`config.mk`:
```
export PLATFORM = sky130hd
export DESIGN_NAME = ifb_bank
export DESIGN_NICKNAME = d
export VERILOG_FILES = /design/src/verilog/ifb_pkg.sv /design/src/verilog/ifb_bank.sv
export SDC_FILE = /design/constraint.sdc
export NUM_CORES = 1
export LEC_CHECK = 0
export BUFFER_PORTS_ARGS = -buffer_cell sky130_fd_sc_hd__buf_2
export CAP_MARGIN = 20
export CORE_UTILIZATION = 36
export CTS_CLUSTER_SIZE = 28
export DETAILED_ROUTE_END_ITERATION = 8
export SLEW_MARGIN = 20
export SYNTH_ARGS = -nofsm -noshare
export SYNTH_HDL_FRONTEND = slang
export SYNTH_SLANG_ARGS = --single-unit
```
`constraint.sdc`:
```
create_clock -name clk -period 2.2 [get_ports clk]
set_clock_uncertainty 0.05 [all_clocks]
set_input_delay 0.11 -clock clk [delete_from_list [all_inputs] [get_ports clk]]
set_output_delay 0.11 -clock clk [all_outputs]
set_load 0.02 [all_outputs]
```
`src/verilog/ifb_pkg.sv`:
```
package ifb_pkg;

  // ==========================================================================
  // Bus geometry
  localparam int ADDR_W = 5;
  localparam int DATA_W = 32;
  localparam int REG_W = 16;
  localparam int ST_W = 5;

  // ==========================================================================
  // Register byte addresses, one aligned word each
  localparam logic [4:0] OFS_FLAG2 = 5'h00;
  localparam logic [4:0] OFS_FLAG3 = 5'h04;
  localparam logic [4:0] OFS_FLAG4 = 5'h08;
  localparam logic [4:0] OFS_EN0 = 5'h0c;
  localparam logic [4:0] OFS_EN1 = 5'h10;
  localparam logic [4:0] OFS_IRQ_ST = 5'h14;
  localparam logic [4:0] OFS_IRQ_CLR = 5'h18;
  localparam logic [4:0] OFS_IRQ_EN = 5'h1c;

  // ==========================================================================
  // Implemented bit positions of each bank
  localparam logic [15:0] MASK_FLAG2 = 16'h0007;
  localparam logic [15:0] MASK_FLAG3 = 16'h21ff;
  localparam logic [15:0] MASK_FLAG4 = 16'h00f6;
  localparam logic [15:0] MASK_EN0 = 16'h7fff;
  localparam logic [15:0] MASK_EN1 = 16'hfffb;

  // ==========================================================================
  // Reset values and bus answers
  localparam logic [15:0] RST_REG = 16'h0000;
  localparam logic [4:0] RST_ST = 5'h00;
  localparam logic [31:0] RST_RDATA = 32'h0000_0000;
  localparam logic [15:0] RD_PAD = 16'h0000;
  localparam logic [1:0] RESP_OK = 2'h0;
  localparam logic [1:0] RESP_SLVERR = 2'h2;

  // Status bit positions: a new request appeared in that group.
  localparam int ST_F2 = 0;
  localparam int ST_F3 = 1;
  localparam int ST_F4 = 2;
  localparam int ST_E0 = 3;
  localparam int ST_E1 = 4;

  // ==========================================================================
  // Carriers
  typedef struct packed {
    logic [15:0] f4;
    logic [15:0] f3;
    logic [15:0] f2;
  } ifb_flag_t;

  typedef struct packed {
    logic [15:0] e1;
    logic [15:0] e0;
  } ifb_en_t;

endpackage

```
`src/verilog/ifb_bank.sv`:
```
// The implementer's own choices: register access over Avalon-MM and the placing of the registers.
`timescale 1ns/10ps

// Functional notes
// RQ1: A flag bit reads 1 once its source raised a request and 0 while none has occurred.
// RQ2: An enable bit at 1 passes its source's request on and at 0 blocks it.
// RQ3: Unimplemented bits of every bank read as zero and ignore writes.
// RQ4: Every implemented flag and enable bit clears to zero at power-on reset.
// RQ5: Every implemented flag and enable bit is readable and writable by software.
// RQ6: Flag bank 2 bit 2 is CAN 1 receive ready, bit 1 SPI 2 event, bit 0 SPI 2 error.
// RQ7: Flag bank 3 bit 13 is DMA 5 done and bit 8 CAN 2 event; bits 15-14 and 12-9 are absent.
// RQ8: Flag bank 3 bits 7 to 0 are CAN 2 rx, ext 4, ext 3, timer 9, timer 8, I2C 2 master,
//      I2C 2 slave, timer 7.
// RQ9: Flag bank 4 bits 15-8, 3 and 0 are absent; bits 7 to 4 are CAN 2 tx, CAN 1 tx, DMA 7, DMA 6.
// RQ10: Flag bank 4 bit 2 is serial 2 error and bit 1 serial 1 error.
// RQ11: Enable bank 0 bit 15 is absent; bits 14 to 8 enable DMA 1, converter 1, serial 1 tx,
//       serial 1 rx, SPI 1 event, SPI 1 error, timer 3.
// RQ12: Enable bank 0 bits 7 to 0 enable timer 2, compare 2, capture 2, DMA 0, timer 1,
//       compare 1, capture 1, ext 0.
// RQ13: Enable bank 1 bits 15 to 8 enable serial 2 tx, serial 2 rx, ext 2, timer 5, timer 4,
//       compare 4, compare 3, DMA 2.
// RQ14: Enable bank 1 bits 7 to 0 are capture 8, capture 7, converter 2, ext 1, change notify,
//       absent, I2C 1 master, I2C 1 slave.
// RQ15: A request goes to the processor only while both its flag and its enable are 1.
// RQ16: A flag is set by its event and held until software writes 0; a set wins over a clear.
module ifb_bank
  import ifb_pkg::*;
(
  // Clock, reset and freeze
  input wire logic clk,
  input wire logic rst_b,
  input wire logic ce,
  // Avalon-MM slave
  input wire logic [ADDR_W-1:0] avs_address,
  input wire logic avs_read,
  input wire logic avs_write,
  input wire logic [DATA_W-1:0] avs_writedata,
  input wire logic [3:0] avs_byteenable,
  output logic [DATA_W-1:0] avs_readdata,
  output logic avs_waitrequest,
  output logic [1:0] avs_response,
  // Event sources and the neighbouring banks
  input wire ifb_flag_t flag_event,
  input wire ifb_flag_t ext_enable,
  input wire ifb_en_t ext_flag,
  // Requests toward the processor
  output ifb_flag_t flag_req,
  output ifb_en_t enable_req,
  output logic irq
);

  // ==========================================================================
  // Helpers
  function automatic logic [15:0] wr_merge(input logic [15:0] old, input logic [15:0] wd,
                                           input logic [1:0] be, input logic [15:0] mask);
    logic [15:0] m;
    m[7:0] = be[0] ? wd[7:0] : old[7:0];
    m[15:8] = be[1] ? wd[15:8] : old[15:8];
    return m & mask;
  endfunction

  function automatic logic is_mapped(input logic [ADDR_W-1:0] a);
    case (a)
      OFS_FLAG2, OFS_FLAG3, OFS_FLAG4, OFS_EN0, OFS_EN1,
      OFS_IRQ_ST, OFS_IRQ_CLR, OFS_IRQ_EN: is_mapped = 1'b1;
      default: is_mapped = 1'b0;
    endcase
  endfunction

  function automatic logic any_new(input logic [15:0] nxt, input logic [15:0] cur);
    return |(nxt & ~cur);
  endfunction

  // ==========================================================================
  // State
  ifb_flag_t flag_q;
  ifb_flag_t flag_d;
  ifb_en_t en_q;
  ifb_en_t en_d;
  ifb_flag_t freq_q;
  ifb_flag_t freq_d;
  ifb_en_t ereq_q;
  ifb_en_t ereq_d;
  logic [ST_W-1:0] st_q;
  logic [ST_W-1:0] st_d;
  logic [ST_W-1:0] st_set;
  logic [ST_W-1:0] ien_q;
  logic irq_q;
  logic wait_q;
  logic [DATA_W-1:0] rdata_q;
  logic [1:0] resp_q;
  logic [15:0] rd_val;
  logic take;
  logic wr_go;
  logic [15:0] wd16;
  logic [1:0] be16;

  // ==========================================================================
  // Bus slave
  // A request is answered one edge after it is seen: waitrequest drops for one cycle and
  // the write lands at the edge where the master sees it low.
  assign take = ce && (avs_read || avs_write) && !wait_q;
  assign wr_go = take && avs_write && is_mapped(avs_address);
  assign wd16 = avs_writedata[15:0];
  assign be16 = avs_byteenable[1:0];

  always_comb begin
    case (avs_address)
      OFS_FLAG2: rd_val = flag_q.f2; // see RQ5
      OFS_FLAG3: rd_val = flag_q.f3;
      OFS_FLAG4: rd_val = flag_q.f4;
      OFS_EN0: rd_val = en_q.e0;
      OFS_EN1: rd_val = en_q.e1;
      OFS_IRQ_ST: rd_val = {11'h000, st_q};
      OFS_IRQ_EN: rd_val = {11'h000, ien_q};
      default: rd_val = RD_PAD;
    endcase
  end

  always_ff @(posedge clk or negedge rst_b) begin
    if (!rst_b) begin
      wait_q <= 1'b1;
      rdata_q <= RST_RDATA;
      resp_q <= RESP_OK;
    end else if (ce) begin
      if (take) begin
        wait_q <= 1'b1;
      end else if (avs_read || avs_write) begin
        wait_q <= 1'b0;
        rdata_q <= avs_read ? {RD_PAD, rd_val} : RST_RDATA;
        resp_q <= is_mapped(avs_address) ? RESP_OK : RESP_SLVERR;
      end
    end
  end

  // ==========================================================================
  // Flag and enable banks
  always_comb begin
    flag_d = flag_q;
    en_d = en_q;
    if (wr_go) begin
      case (avs_address)
        OFS_FLAG2: flag_d.f2 = wr_merge(flag_q.f2, wd16, be16, MASK_FLAG2); // see RQ6
        OFS_FLAG3: flag_d.f3 = wr_merge(flag_q.f3, wd16, be16, MASK_FLAG3); // see RQ7
        OFS_FLAG4: flag_d.f4 = wr_merge(flag_q.f4, wd16, be16, MASK_FLAG4); // see RQ9
        OFS_EN0: en_d.e0 = wr_merge(en_q.e0, wd16, be16, MASK_EN0); // see RQ11
        OFS_EN1: en_d.e1 = wr_merge(en_q.e1, wd16, be16, MASK_EN1); // see RQ13
        default: begin
        end
      endcase
    end
    // Events are ORed after the software write so that a set beats a same-cycle clear.
    flag_d.f2 = (flag_d.f2 | flag_event.f2) & MASK_FLAG2; // see RQ16
    flag_d.f3 = (flag_d.f3 | flag_event.f3) & MASK_FLAG3; // see RQ8
    flag_d.f4 = (flag_d.f4 | flag_event.f4) & MASK_FLAG4; // see RQ10
  end

  always_ff @(posedge clk or negedge rst_b) begin
    if (!rst_b) begin
      flag_q <= {RST_REG, RST_REG, RST_REG}; // see RQ4
      en_q <= {RST_REG, RST_REG};
    end else if (ce) begin
      flag_q <= flag_d; // see RQ1
      en_q <= en_d; // see RQ3
    end
  end

  // ==========================================================================
  // Requests toward the processor
  always_comb begin
    freq_d.f2 = flag_q.f2 & ext_enable.f2; // see RQ15
    freq_d.f3 = flag_q.f3 & ext_enable.f3;
    freq_d.f4 = flag_q.f4 & ext_enable.f4;
    ereq_d.e0 = ext_flag.e0 & en_q.e0; // see RQ2
    ereq_d.e1 = ext_flag.e1 & en_q.e1; // see RQ14
  end

  always_ff @(posedge clk or negedge rst_b) begin
    if (!rst_b) begin
      freq_q <= {RST_REG, RST_REG, RST_REG};
      ereq_q <= {RST_REG, RST_REG};
    end else if (ce) begin
      freq_q <= freq_d;
      ereq_q <= ereq_d;
    end
  end

  // ==========================================================================
  // Summary interrupt
  // Each group posts a sticky status bit when a request newly appears in it.
  always_comb begin
    st_set[ST_F2] = any_new(freq_d.f2, freq_q.f2);
    st_set[ST_F3] = any_new(freq_d.f3, freq_q.f3);
    st_set[ST_F4] = any_new(freq_d.f4, freq_q.f4);
    st_set[ST_E0] = any_new(ereq_d.e0, ereq_q.e0);
    st_set[ST_E1] = any_new(ereq_d.e1, ereq_q.e1);
    st_d = st_q;
    if (wr_go && avs_address == OFS_IRQ_CLR && be16[0]) begin
      st_d = st_q & ~wd16[ST_W-1:0];
    end
    st_d = st_d | st_set;
  end

  always_ff @(posedge clk or negedge rst_b) begin
    if (!rst_b) begin
      st_q <= RST_ST;
      ien_q <= RST_ST;
      irq_q <= 1'b0;
    end else if (ce) begin
      st_q <= st_d;
      if (wr_go && avs_address == OFS_IRQ_EN && be16[0]) begin
        ien_q <= wd16[ST_W-1:0];
      end
      irq_q <= |(st_q & ien_q);
    end
  end

  // ==========================================================================
  // Outputs
  assign avs_readdata = rdata_q;
  assign avs_waitrequest = wait_q;
  assign avs_response = resp_q;
  assign flag_req = freq_q;
  assign enable_req = ereq_q;
  assign irq = irq_q;

  // ==========================================================================
  // Checks
  logic first_q;
  always_ff @(posedge clk or negedge rst_b) begin
    if (!rst_b) begin
      first_q <= 1'b0;
    end else begin
      first_q <= 1'b1;
    end
  end
endmodule

```
==> results.txt, run 1 <==
----------------------------------------------------
[Logic synthesis]
  Xor and xnor area share after synthesis ... 0.001393
  Ys flop type ... sky130_fd_sc_hd__dfrtp_1
  Number of flops mapped to enable cells by yosys ... 0
  Seq/Total Area, Yosys ... 0.5058
  Count of mapped cells out of synthesis ... 634
  Netlist Area Pre-Place ... 6286 sq um
  Multiplexer share of the synthesized area ... 0.09435
  Area share of fa/ha/maj cells after synthesis ... 0
  Post-synthesis compound-gate area fraction ... 0.1497
  Share of synthesized cell area in and, or, nand and nor gates ... 0.1411
  Mean Syn Cell Area ... 9.915 sq um
  Synth cell types ... 50
  Synthesis warning total ... 0
  Dominant combinational cell family by area after synthesis ... compound AO/OA/AOI/OAI gates
  Asr flop ratio synth ... 1.000
  Flops & latches, synth ... 127

[Placed design]
  Placed insts ... 1000
  Count of input and output buffers ... 163
  RD Place Congestion ... 0.8452
  Estimated wirelength of the detail-placed design ... 13630 um

[Floorplanning]
  Die Ht ... 134.1 um
  Core Box Area ... 16820 sq um
  I/O Pins ... 290
  Number of cell rows ... 47
  Die footprint ... 17990 sq um
  Initial cell density of the core ... 0.3738
  Die X ... 134.1 um

[STA]
  Slew @ Worst Pin ... 0.5914 ns
  Timing-limited maximum frequency ... 517.7 MHz
  Remaining max-slew budget at the tightest pin ... 0.6057
  Number of failing hold endpoints at the final stage ... 0
  Post-route clock period utilization ... 0.8780
  Post-Route Setup TNS ... 0 ns
  Final Critical Period ... 1.932 ns
  RSZ-0062 raised after global routing ... false
  Setup-failing EPs final ... 0
  Final max-slew violation count ... 0
  Hold slack final ... 0.01098 ns

[Route]
  Number of iterations in the first detailed-routing pass ... 4
  Antenna Violating Nets Remaining ... 0
  DR vias/cell ... 4.925
  Routed vias ... 5516
  Aggregate routed wire length ... 18700 um
  Drt wl/cell ... 16.69 um
  1st-iter DRT viols ... 283
  Remaining routing DRC violations ... 0

[Pwr]
  Largest vdd supply drop ... 0.5147 mV
  Leakage ... 4.238 nW
  Pwr per Cell Area ... 708.1 nW/um^2

[Worst setup path]
  R2r setup slk ... 0.27 ns
  Type of the worst setup path ... reg -> reg
  Capturing element type of the critical path ... flip-flop
  CP arrival ... 2.18 ns
  Highest cell delay on the worst timing path ... 0.56 ns
  Data required, critical path ... 2.45 ns
  Kind of start point of the critical path ... flip-flop
  Max Fanout on Critical Path ... 8
  Critical-path cell list ... and3b_2 -> and3_1 -> nand2_1 -> mux2_2
  Slowest-stage cell, CP ... sky130_fd_sc_hd__dfstp_2

[Cells and area]
  Count of inserted antenna diode cells ... 0
  Fraction of final layout cells sized beyond drive strength 1 ... 0.2822
  Nets@finish ... 1062
  Count of placed standard cells in the final layout, fillers left out ... 1120
  P&R area growth vs syn ... 37.48%

[Global routing]
  Final global-route overflow total ... 0
  Largest net degree at the start of global routing ... 65
  Via count of the first global-routing pass ... 5399
  Global-route wire length before repair ... 29310 um
  Busiest layer in global routing ... met2
  Met2 GRT Util ... 0.3405
  Total Routing Usage GR ... 0.2162
  Initial antenna violation count ... 0
  Met3 track demand over resource in global routing ... 0.04951
  Global-route met1 utilization ... 0.2941

[Clock network]
  Post-CTS Repair Setup Buffers ... 0
  Clock latency reported for the late side of the worst-skew pair ... 0.42 ns
  Clock tree buffer depth ... 2
  Clock slew seen by the registers of the worst setup and hold paths ... 0.06 ns
  TritonCTS clock tree ... yes
  Library cell used as clock root buffer ... sky130_fd_sc_hd__clkbuf_16
  Clock sinks ... 127
  Max H-tree Level ... 4
  Number of buffers added by the clock tree synthesis step ... 17

[Job]
  MaxCap Viol Count ... 0

[Status]
  Outcome ... finished, final reports clean

[Worst hold path]
  Type of the worst min-delay path ... in -> reg

----------------------------------------------------
registers in the layout (all words and copies together) (netlist names):
register         flops
ien_q                5
irq                  1
flag_req            19
flag_q              19
avs_readdata        16
enable_req          30
en_q                30
avs_response         1
st_q                 5
avs_waitrequest      1
synth_stat cells, drive strengths merged, types with 9 or more instances:
library cell    n  share of area
o22ai          20          0.020
a22oi          11          0.013
nand2          81          0.049
nor2           13         0.0090
dfrtp         126           0.50
nor2b          10          0.010
o21ai          64          0.051
clkbuf         14         0.0086
buf            61          0.069
inv            50          0.030
mux2           40          0.072
mux2i          12          0.019
and3           10          0.010
nand3          55          0.047
a221o           9          0.014
a22o           14          0.020
stage by stage:
step           worst slack [ns]    util  cell area, sq um  power (W)
2_1_floorplan            0.3965       -              6462   0.003050
3_3_place_gp             0.3250  0.4269              7181   0.003320
3_5_place_dp             0.2984  0.4269              7181   0.003325
4_1_cts                  0.2804  0.5138              8642   0.006172
5_1_grt                  0.2080  0.5138              8642   0.006381
6_report                 0.2684  0.5138              8642   0.006119
layout make-up:
cell class | instances | area (sq um)
multi-input combinational | 429 | 2610
clock buffer | 25 | 515.5
clock inverter | 6 | 55.05
fill | 1610 | 8177
sequential | 127 | 3179
inverter | 50 | 187.7
timing repair buffer | 263 | 1819
tap | 220 | 275.3
worst paths after layout:
check,startpoint,to,cells past startpoint
worst min register to register,avs_readdata[10],avs_readdata[10],2
worst max-delay path,avs_waitrequest,en_q[27],4
worst max register to register,avs_waitrequest,en_q[27],4
max in group asynchronous,rst_b,enable_req[27],3
min in group asynchronous,rst_b,flag_req[29],2
worst min-delay path,avs_writedata[4],flag_q[36],3
timing repair:
item                      in CTS  in global routing
resized for setup              0                  0
hold buffers                  89                  0
hold endpoints to repair     196                  0
cells in the final DEF (no fill, tap or decap), types with 12 or more instances in the layout:
| cell type | count |
|---|---|
| sky130_fd_sc_hd__conb_1 | 48 |
| sky130_fd_sc_hd__a22o_1 | 14 |
| sky130_fd_sc_hd__o21ai_0 | 64 |
| sky130_fd_sc_hd__dlygate4sd3_1 | 89 |
| sky130_fd_sc_hd__nor2_1 | 12 |
| sky130_fd_sc_hd__mux2_2 | 40 |
| sky130_fd_sc_hd__clkbuf_16 | 17 |
| sky130_fd_sc_hd__inv_1 | 50 |
| sky130_fd_sc_hd__nand2_1 | 79 |
| sky130_fd_sc_hd__o22ai_1 | 20 |
| sky130_fd_sc_hd__mux2i_1 | 12 |
| sky130_fd_sc_hd__dfrtp_1 | 126 |
| sky130_fd_sc_hd__nand3_1 | 53 |
| sky130_fd_sc_hd__buf_2 | 161 |
worst max-delay path: cells and delay by family, from the launching register on:
kind | cells | cell delay [ns]
DFF | 1 | 0.56
muxes | 1 | 0.39
and+or+nand+nor | 3 | 0.82
report_power, final:
| group | switching (W) | internal, W | leakage [nW] |
|---|---|---|---|
| logic | 0.000506 | 0.000356 | 2.34 |
| registers | 0.0000917 | 0.00245 | 1.61 |
| clock network | 0.000998 | 0.00172 | 0.289 |
cell families after synthesis:
group	count (synthesis)
XOR/XNOR	1
other	1
buffers and inverters	125
AO/OA/AOI/OAI	144
multiplexers	53
AND/OR/NAND/NOR	183
flip-flops	127
routing by layer:
metal / vias to the layer above / part of all wire
met3: 25 / 0.050
met2: 178 / 0.47
met5: - / 0
met1: 2667 / 0.46
met4: 0 / 0.019
li1: 2646 / -
No activity file was read; power rests on OpenSTA's default activity.
==> run 2: changes to the inputs <==
==> constraint.sdc (replaced) <==
create_clock -name clk -period 2.2 [get_ports clk]
set_clock_uncertainty 0.05 [all_clocks]
set_input_delay 0.33 -clock clk [delete_from_list [all_inputs] [get_ports clk]]
set_output_delay 0.33 -clock clk [all_outputs]
set_load 0.02 [all_outputs]
==> results.txt, run 2 (synthesis gave the netlist of run 1 again) <==
----------------------------------------------------
[Route]
  Drt wl/cell ... 17.08 um (was 16.69 um)
  Number of iterations in the first detailed-routing pass ... 5 (was 4)
  DR vias/cell ... 4.938 (was 4.925)
  1st-iter DRT viols ... 276 (was 283)
  Antenna Violating Nets Remaining ... 0 (unchanged)
  Remaining routing DRC violations ... 0 (unchanged)
  Routed vias ... 5106 (was 5516)
  Aggregate routed wire length ... 17660 um (was 18700 um)

[Pwr]
  Pwr per Cell Area ... 767.9 nW/um^2 (was 708.1 nW/um^2)
  Leakage ... 3.867 nW (was 4.238 nW)
  Largest vdd supply drop ... 0.5773 mV (was 0.5147 mV)

[Status]
  Outcome ... finished, final reports clean (unchanged)

[Cells and area]
  Fraction of final layout cells sized beyond drive strength 1 ... 0.3120 (was 0.2822)
  Register Area ... 3179 sq um (unchanged)
  Area taken by multi-input logic gates ... 2610 sq um (unchanged)
  P&R area growth vs syn ... 23.53% (was 37.48%)
  Most used cells in the layout excluding fill and tap cells ... 161 x sky130_fd_sc_hd__buf_2, 126 x sky130_fd_sc_hd__dfrtp_1, 79 x sky130_fd_sc_hd__nand2_1, 64 x sky130_fd_sc_hd__o21ai_0, 53 x sky130_fd_sc_hd__nand3_1 (was 161 x sky130_fd_sc_hd__buf_2, 126 x sky130_fd_sc_hd__dfrtp_1, 89 x sky130_fd_sc_hd__dlygate4sd3_1, 79 x sky130_fd_sc_hd__nand2_1, 64 x sky130_fd_sc_hd__o21ai_0)
  Filler cells ... 1649 (was 1610)
  Nets@finish ... 975 (was 1062)
  Leading cell type in the layout, fill and taps excluded ... sky130_fd_sc_hd__buf_2 (unchanged)
  Count of placed standard cells in the final layout, fillers left out ... 1034 (was 1120)
  Count of inserted antenna diode cells ... 0 (unchanged)

[Placed design]
  Placed insts ... 1001 (was 1000)
  Estimated wirelength of the detail-placed design ... 13310 um (was 13630 um)
  Count of input and output buffers ... 163 (unchanged)
  RD Place Congestion ... 0.8500 (was 0.8452)

[STA]
  Number of failing hold endpoints at the final stage ... 0 (unchanged)
  Final Critical Period ... 1.917 ns (was 1.932 ns)
  RSZ-0062 raised after global routing ... false (unchanged)
  Setup-failing EPs final ... 0 (unchanged)
  Remaining max-slew budget at the tightest pin ... 0.6240 (was 0.6057)
  Timing-limited maximum frequency ... 521.6 MHz (was 517.7 MHz)
  Slew @ Worst Pin ... 0.5589 ns (was 0.5914 ns)
  Post-Route Setup TNS ... 0 ns (unchanged)
  Post-route clock period utilization ... 0.8715 (was 0.8780)
  Final max-slew violation count ... 0 (unchanged)

[Clock network]
  CTS Hold Bufs ... 1 (was 89)
  Number of buffers added by the clock tree synthesis step ... 17 (unchanged)
  Post-CTS sizing ... 0 (unchanged)
  Clock sinks ... 127 (unchanged)
  Clock tree buffer depth ... 2 (unchanged)
  Clock slew seen by the registers of the worst setup and hold paths ... 0.05 ns (was 0.06 ns)
  Library cell used as clock root buffer ... sky130_fd_sc_hd__clkbuf_16 (unchanged)
  Post-CTS Repair Setup Buffers ... 0 (unchanged)
  Clock latency reported for the late side of the worst-skew pair ... 0.42 ns (about the same)
  TritonCTS clock tree ... yes (unchanged)
  Max H-tree Level ... 4 (unchanged)

[Global routing]
  Via count of the first global-routing pass ... 4868 (was 5399)
  Total Routing Usage GR ... 0.2031 (was 0.2162)
  Global-route wire length before repair ... 27420 um (was 29310 um)
  Final global-route overflow total ... 0 (unchanged)
  Initial antenna violation count ... 0 (unchanged)
  Largest net degree at the start of global routing ... 126 (was 65)

[Floorplanning]
  Number of cell rows ... 47 (unchanged)
  Die X ... 134.1 um (unchanged)
  I/O Pins ... 290 (unchanged)
  Die footprint ... 17990 sq um (unchanged)
  Core Box Area ... 16820 sq um (unchanged)
  Die Ht ... 134.1 um (unchanged)
  Initial cell density of the core ... 0.3738 (unchanged)

[Worst setup path]
  Number of cells on the worst reg-to-reg path ... 4 (unchanged)
  Startpoint of the worst register-to-register path ... avs_waitrequest (unchanged)
  Capturing element type of the critical path ... flip-flop (unchanged)
  Type of the worst setup path ... reg -> reg (unchanged)
  Crit path capture ... en_q[27] (unchanged)
  R2r setup slk ... 0.28 ns (was 0.27 ns)
  Launch point of the critical path ... avs_waitrequest (unchanged)
  Data required, critical path ... 2.45 ns (about the same)
  Max Fanout on Critical Path ... 8 (unchanged)
  Capture instance of the worst register-to-register path ... en_q[27] (unchanged)
  Kind of start point of the critical path ... flip-flop (unchanged)
  CP arrival ... 2.17 ns (was 2.18 ns)

[Job]
  MaxCap Viol Count ... 0 (unchanged)

[Worst hold path]
  Type of the worst min-delay path ... in -> reg (unchanged)

----------------------------------------------------
[run 2: cell count changes in the layout (fill, tap and decap cells not counted)]
cell,before,now
sky130_fd_sc_hd__buf_4,11,12
sky130_fd_sc_hd__clkbuf_1,2,4
sky130_fd_sc_hd__clkbuf_8,6,5
sky130_fd_sc_hd__clkinv_2,5,4
sky130_fd_sc_hd__clkinvlp_4,0,1
sky130_fd_sc_hd__dlygate4sd3_1,89,1
[run 2: metal layers]
layer,global-route usage,routed length [um],share of wire,up-vias
li1,-,-,-,2478
met5,0,0,0,-
met3,0.04119,920,0.052,21
met2,0.3080,8186,0.46,191
met4,0.07366,314,0.018,0
met1,0.2870,8237,0.47,2416
[run 2: worst min path at each step]
stage                         startpoint         endpoint  slack [ns]  depth (start not counted)
after global routing      flag_event[39]       flag_q[39]        0.05                          3
after floorplan                    rst_b  avs_readdata[0]       -0.02                          0
after detailed placement           rst_b     flag_req[17]        0.10                          1
final                     flag_event[37]       flag_q[37]        0.06                          3
after global placement             rst_b     flag_req[17]        0.10                          1
after CTS                 flag_event[39]       flag_q[39]        0.04                          3
[run 2: worst max-delay path, stage by stage, from the launching register on]
cell and delay (ns):
sky130_fd_sc_hd__dfstp_2 0.56, sky130_fd_sc_hd__and3b_2 0.25, sky130_fd_sc_hd__and3_1 0.22, sky130_fd_sc_hd__nand2_1 0.33, sky130_fd_sc_hd__mux2_2 0.38
[run 2: power by group]
part | total [W] | leakage (nW) | internal [W] | switching (W)
Sequential | 0.00255 | 1.61 | 0.00245 | 0.0000958
Combinational | 0.000745 | 1.98 | 0.000262 | 0.000483
Clock | 0.00267 | 0.280 | 0.00170 | 0.000976
Total | 0.00596 | 3.87 | 0.00441 | 0.00155
[run 2: per-stage QoR]
step	worst slack, ns	cell area [sq um]	power, W	hold WS, ns	util
finish	0.2827	7765	0.005963	0.05865	0.4617
global route	0.1956	7765	0.006195	0.05026	0.4617
CTS	0.2821	7765	0.006022	0.04254	0.4617
floorplan	0.3965	6462	0.003050	-0.01559	-
detailed placement	0.2642	7188	0.003333	0.1043	0.4274
global placement	0.2360	7188	0.003323	0.1048	0.4274
[run 2: layout make-up]
type	instances	share of cell area
Timing Repair Buffer	176	0.1218
Clock inverter	6	0.007412
Multi-Input combinational cell	429	0.3361
Clock buffer	26	0.06558
Tap cell	220	0.03545
Sequential cell	127	0.4094
Inverter	50	0.02417
==> run 3: changes to the inputs <==
--- a/config.mk
+++ b/config.mk
@@ -7,6 +7,7 @@
 export LEC_CHECK = 0
 export BUFFER_PORTS_ARGS = -buffer_cell sky130_fd_sc_hd__buf_2
 export CAP_MARGIN = 20
+export CORE_MARGIN = 2
 export CORE_UTILIZATION = 36
 export CTS_CLUSTER_SIZE = 28
 export DETAILED_ROUTE_END_ITERATION = 8
==> constraint.sdc (replaced) <==
create_clock -name clk -period 2.1 [get_ports clk]
set_clock_uncertainty 0.05 [all_clocks]
set_input_delay 0.315 -clock clk [delete_from_list [all_inputs] [get_ports clk]]
set_output_delay 0.315 -clock clk [all_outputs]
set_load 0.02 [all_outputs]
==> results.txt, run 3 (synthesis gave the netlist of run 1 again) <==
----------------------------------------------------
[Floorplanning]
  Number of cell rows ... 48 (was 47)
  Die X ... 136.1 um (was 134.1 um)
  Initial cell density of the core ... 0.3660 (was 0.3738)
  Core Box Area ... 17180 sq um (was 16820 sq um)
  Die footprint ... 18530 sq um (was 17990 sq um)
  Die Ht ... 136.1 um (was 134.1 um)
  I/O Pins ... 290 (unchanged)

[Route]
  1st-iter DRT viols ... 340 (was 276)
  Remaining routing DRC violations ... 0 (unchanged)
  Routed vias ... 5209 (was 5106)
  Aggregate routed wire length ... 18130 um (was 17660 um)
  DR vias/cell ... 5.004 (was 4.938)
  Antenna Violating Nets Remaining ... 0 (unchanged)
  Number of iterations in the first detailed-routing pass ... 5 (unchanged)
  Drt wl/cell ... 17.41 um (was 17.08 um)

[STA]
  Final max-slew violation count ... 0 (unchanged)
  Timing-limited maximum frequency ... 520.3 MHz (was 521.6 MHz)
  Setup-failing EPs final ... 0 (unchanged)
  Slew @ Worst Pin ... 0.5279 ns (was 0.5589 ns)
  Post-route clock period utilization ... 0.9153 (was 0.8715)
  Final Critical Period ... 1.922 ns (was 1.917 ns)
  Post-Route Setup TNS ... 0 ns (unchanged)
  Number of failing hold endpoints at the final stage ... 0 (unchanged)
  Remaining max-slew budget at the tightest pin ... 0.6480 (was 0.6240)
  RSZ-0062 raised after global routing ... false (unchanged)
  Final setup slack of the worst path ... 0.1780 ns (was 0.2827 ns)

[Job]
  MaxCap Viol Count ... 0 (unchanged)

[Worst setup path]
  Highest cell delay on the worst timing path ... 0.55 ns (was 0.56 ns)
  Max Fanout on Critical Path ... 8 (unchanged)
  Kind of start point of the critical path ... flip-flop (unchanged)
  Number of cells on the worst reg-to-reg path ... 4 (unchanged)
  Startpoint of the worst register-to-register path ... avs_waitrequest (unchanged)
  Kind of cell adding the most delay to the critical path ... simple AND/OR/NAND/NOR gates (unchanged)
  Critical-path cell list ... and3b_2 -> and3_1 -> nand2_1 -> mux2_2 (unchanged)
  CP arrival ... 2.17 ns (about the same)
  Slowest-stage cell, CP ... sky130_fd_sc_hd__dfstp_2 (unchanged)
  Type of the worst setup path ... reg -> reg (unchanged)
  Data required, critical path ... 2.35 ns (was 2.45 ns)
  Capture instance of the worst register-to-register path ... en_q[31] (was en_q[27])
  R2r setup slk ... 0.18 ns (was 0.28 ns)
  Capturing element type of the critical path ... flip-flop (unchanged)
  Number of buffer and inverter instances along the worst setup path ... 0 (unchanged)

[Clock network]
  TritonCTS clock tree ... yes (unchanged)
  Clock latency reported for the late side of the worst-skew pair ... 0.42 ns (about the same)
  Post-CTS Repair Setup Buffers ... 0 (unchanged)
  CTS Hold Bufs ... 1 (unchanged)
  Clock slew seen by the registers of the worst setup and hold paths ... 0.06 ns (was 0.05 ns)
  Number of buffers added by the clock tree synthesis step ... 17 (unchanged)
  Clock tree buffer depth ... 2 (unchanged)
  Clock sinks ... 127 (unchanged)
  Max H-tree Level ... 4 (unchanged)
  Library cell used as clock root buffer ... sky130_fd_sc_hd__clkbuf_16 (unchanged)
  Post-CTS sizing ... 0 (unchanged)

[Cells and area]
  Leading cell type in the layout, fill and taps excluded ... sky130_fd_sc_hd__buf_2 (unchanged)
  Count of inserted antenna diode cells ... 0 (unchanged)
  Nets@finish ... 977 (was 975)
  P&R area growth vs syn ... 23.83% (was 23.53%)
  Post-route cell area ... 7784 sq um (was 7765 sq um)
  Count of placed standard cells in the final layout, fillers left out ... 1041 (was 1034)
  Most used cells in the layout excluding fill and tap cells ... 161 x sky130_fd_sc_hd__buf_2, 126 x sky130_fd_sc_hd__dfrtp_1, 79 x sky130_fd_sc_hd__nand2_1, 64 x sky130_fd_sc_hd__o21ai_0, 53 x sky130_fd_sc_hd__nand3_1 (unchanged)
  Fraction of final layout cells sized beyond drive strength 1 ... 0.3113 (was 0.3120)

[Placed design]
  Estimated wirelength of the detail-placed design ... 13470 um (was 13310 um)
  Worst slack at placement ... 0.1921 ns (was 0.2642 ns)
  Placed insts ... 1008 (was 1001)
  RD Place Congestion ... 0.8666 (was 0.8500)
  DP Area ... 7234 sq um (was 7188 sq um)
  Count of input and output buffers ... 163 (unchanged)

[Global routing]
  Global-route wire length before repair ... 27330 um (was 27420 um)
  Total Routing Usage GR ... 0.1993 (was 0.2031)
  Final global-route overflow total ... 0 (unchanged)
  Via count of the first global-routing pass ... 4877 (was 4868)
  Initial antenna violation count ... 0 (unchanged)
  Largest net degree at the start of global routing ... 126 (unchanged)

[Worst hold path]
  Hold Path Depth ... 3 (unchanged)
  Terminating pin of the worst hold path ... flag_q[39] (was flag_q[37])
  Type of the worst min-delay path ... in -> reg (unchanged)
  Startpoint of the worst hold path ... flag_event[39] (was flag_event[37])

[Pwr]
  Power spent charging and discharging nets ... 0.001645 W (was 0.001554 W)
  Internal power component ... 0.004527 W (was 0.004409 W)
  Sequential share of power ... 0.431 (was 0.427)
  Leakage ... 3.875 nW (was 3.867 nW)
  Total power ... 0.006173 W (was 0.005963 W)
  Pwr per Cell Area ... 793.0 nW/um^2 (was 767.9 nW/um^2)
  Combinational Power Share ... 0.128 (was 0.125)
  Largest vdd supply drop ... 0.5694 mV (was 0.5773 mV)
  Clock power frac ... 0.441 (was 0.448)
  Net Sw Frac ... 0.2665 (was 0.2606)

[Status]
  Outcome ... finished, final reports clean (unchanged)

----------------------------------------------------
==> run 3: changes by cell type in the layout (fill, tap and decap cells not counted) <==
cell and delta:
sky130_fd_sc_hd__buf_12 +2, sky130_fd_sc_hd__clkbuf_1 +2, sky130_fd_sc_hd__clkbuf_8 -3, sky130_fd_sc_hd__clkinv_2 +1
sky130_fd_sc_hd__clkinv_4 +1, sky130_fd_sc_hd__clkinvlp_4 -1
==> run 3: power by group through the flow <==
stage          Combinational, W  Sequential [W]  Clock (W)
3_3_place_gp           0.000786         0.00270          0
4_1_cts                0.000796         0.00266    0.00277
5_1_grt                0.000871         0.00268    0.00288
2_1_floorplan          0.000421         0.00277          0
6_report               0.000791         0.00266    0.00272
3_5_place_dp           0.000793         0.00270          0
==> run 3: worst reg2reg max path: stages, from the launching register on <==
cell and delay (ns):
sky130_fd_sc_hd__dfstp_2 0.55, sky130_fd_sc_hd__and3b_2 0.25, sky130_fd_sc_hd__and3_1 0.23, sky130_fd_sc_hd__nand2_1 0.34, sky130_fd_sc_hd__mux2_2 0.38
==> run 3: final cells by class <==
class                      count  area [sq um]
sequential                   127          3179
clock buffer                  25         475.5
multi-input combinational    429          2610
clock inverter                 7         63.81
inverter                      50         187.7
tap                          225         281.5
fill                        1739          9393
timing repair buffer         178         985.9
==> run 3: worst max-delay path by stage <==
stage | start | end | slack (ns) | depth (start not counted)
after floorplan | avs_waitrequest | ien_q[0] | 0.30 | 5
after global placement | avs_address[3] | en_q[31] | 0.19 | 5
after detailed placement | avs_waitrequest | en_q[29] | 0.19 | 4
after CTS | avs_waitrequest | en_q[25] | 0.18 | 4
after global routing | avs_waitrequest | en_q[25] | 0.12 | 4
final | avs_waitrequest | en_q[31] | 0.18 | 4
==> run 3: through the flow <==
| step | utilization | hold WS (ns) |
|---|---|---|
| finish | 0.4532 | 0.04457 |
| floorplan | - | -0.03059 |
| detailed placement | 0.4212 | 0.2268 |
| CTS | 0.4532 | 0.02943 |
| global placement | 0.4212 | 0.2230 |
| global route | 0.4532 | 0.03975 |
==> run 3: layer usage <==
layer / GRT usage / share of wire
met1: 0.2799 / 0.46
met5: 0 / 0
met2: 0.3001 / 0.46
met3: 0.04064 / 0.059
met4: 0.08218 / 0.019
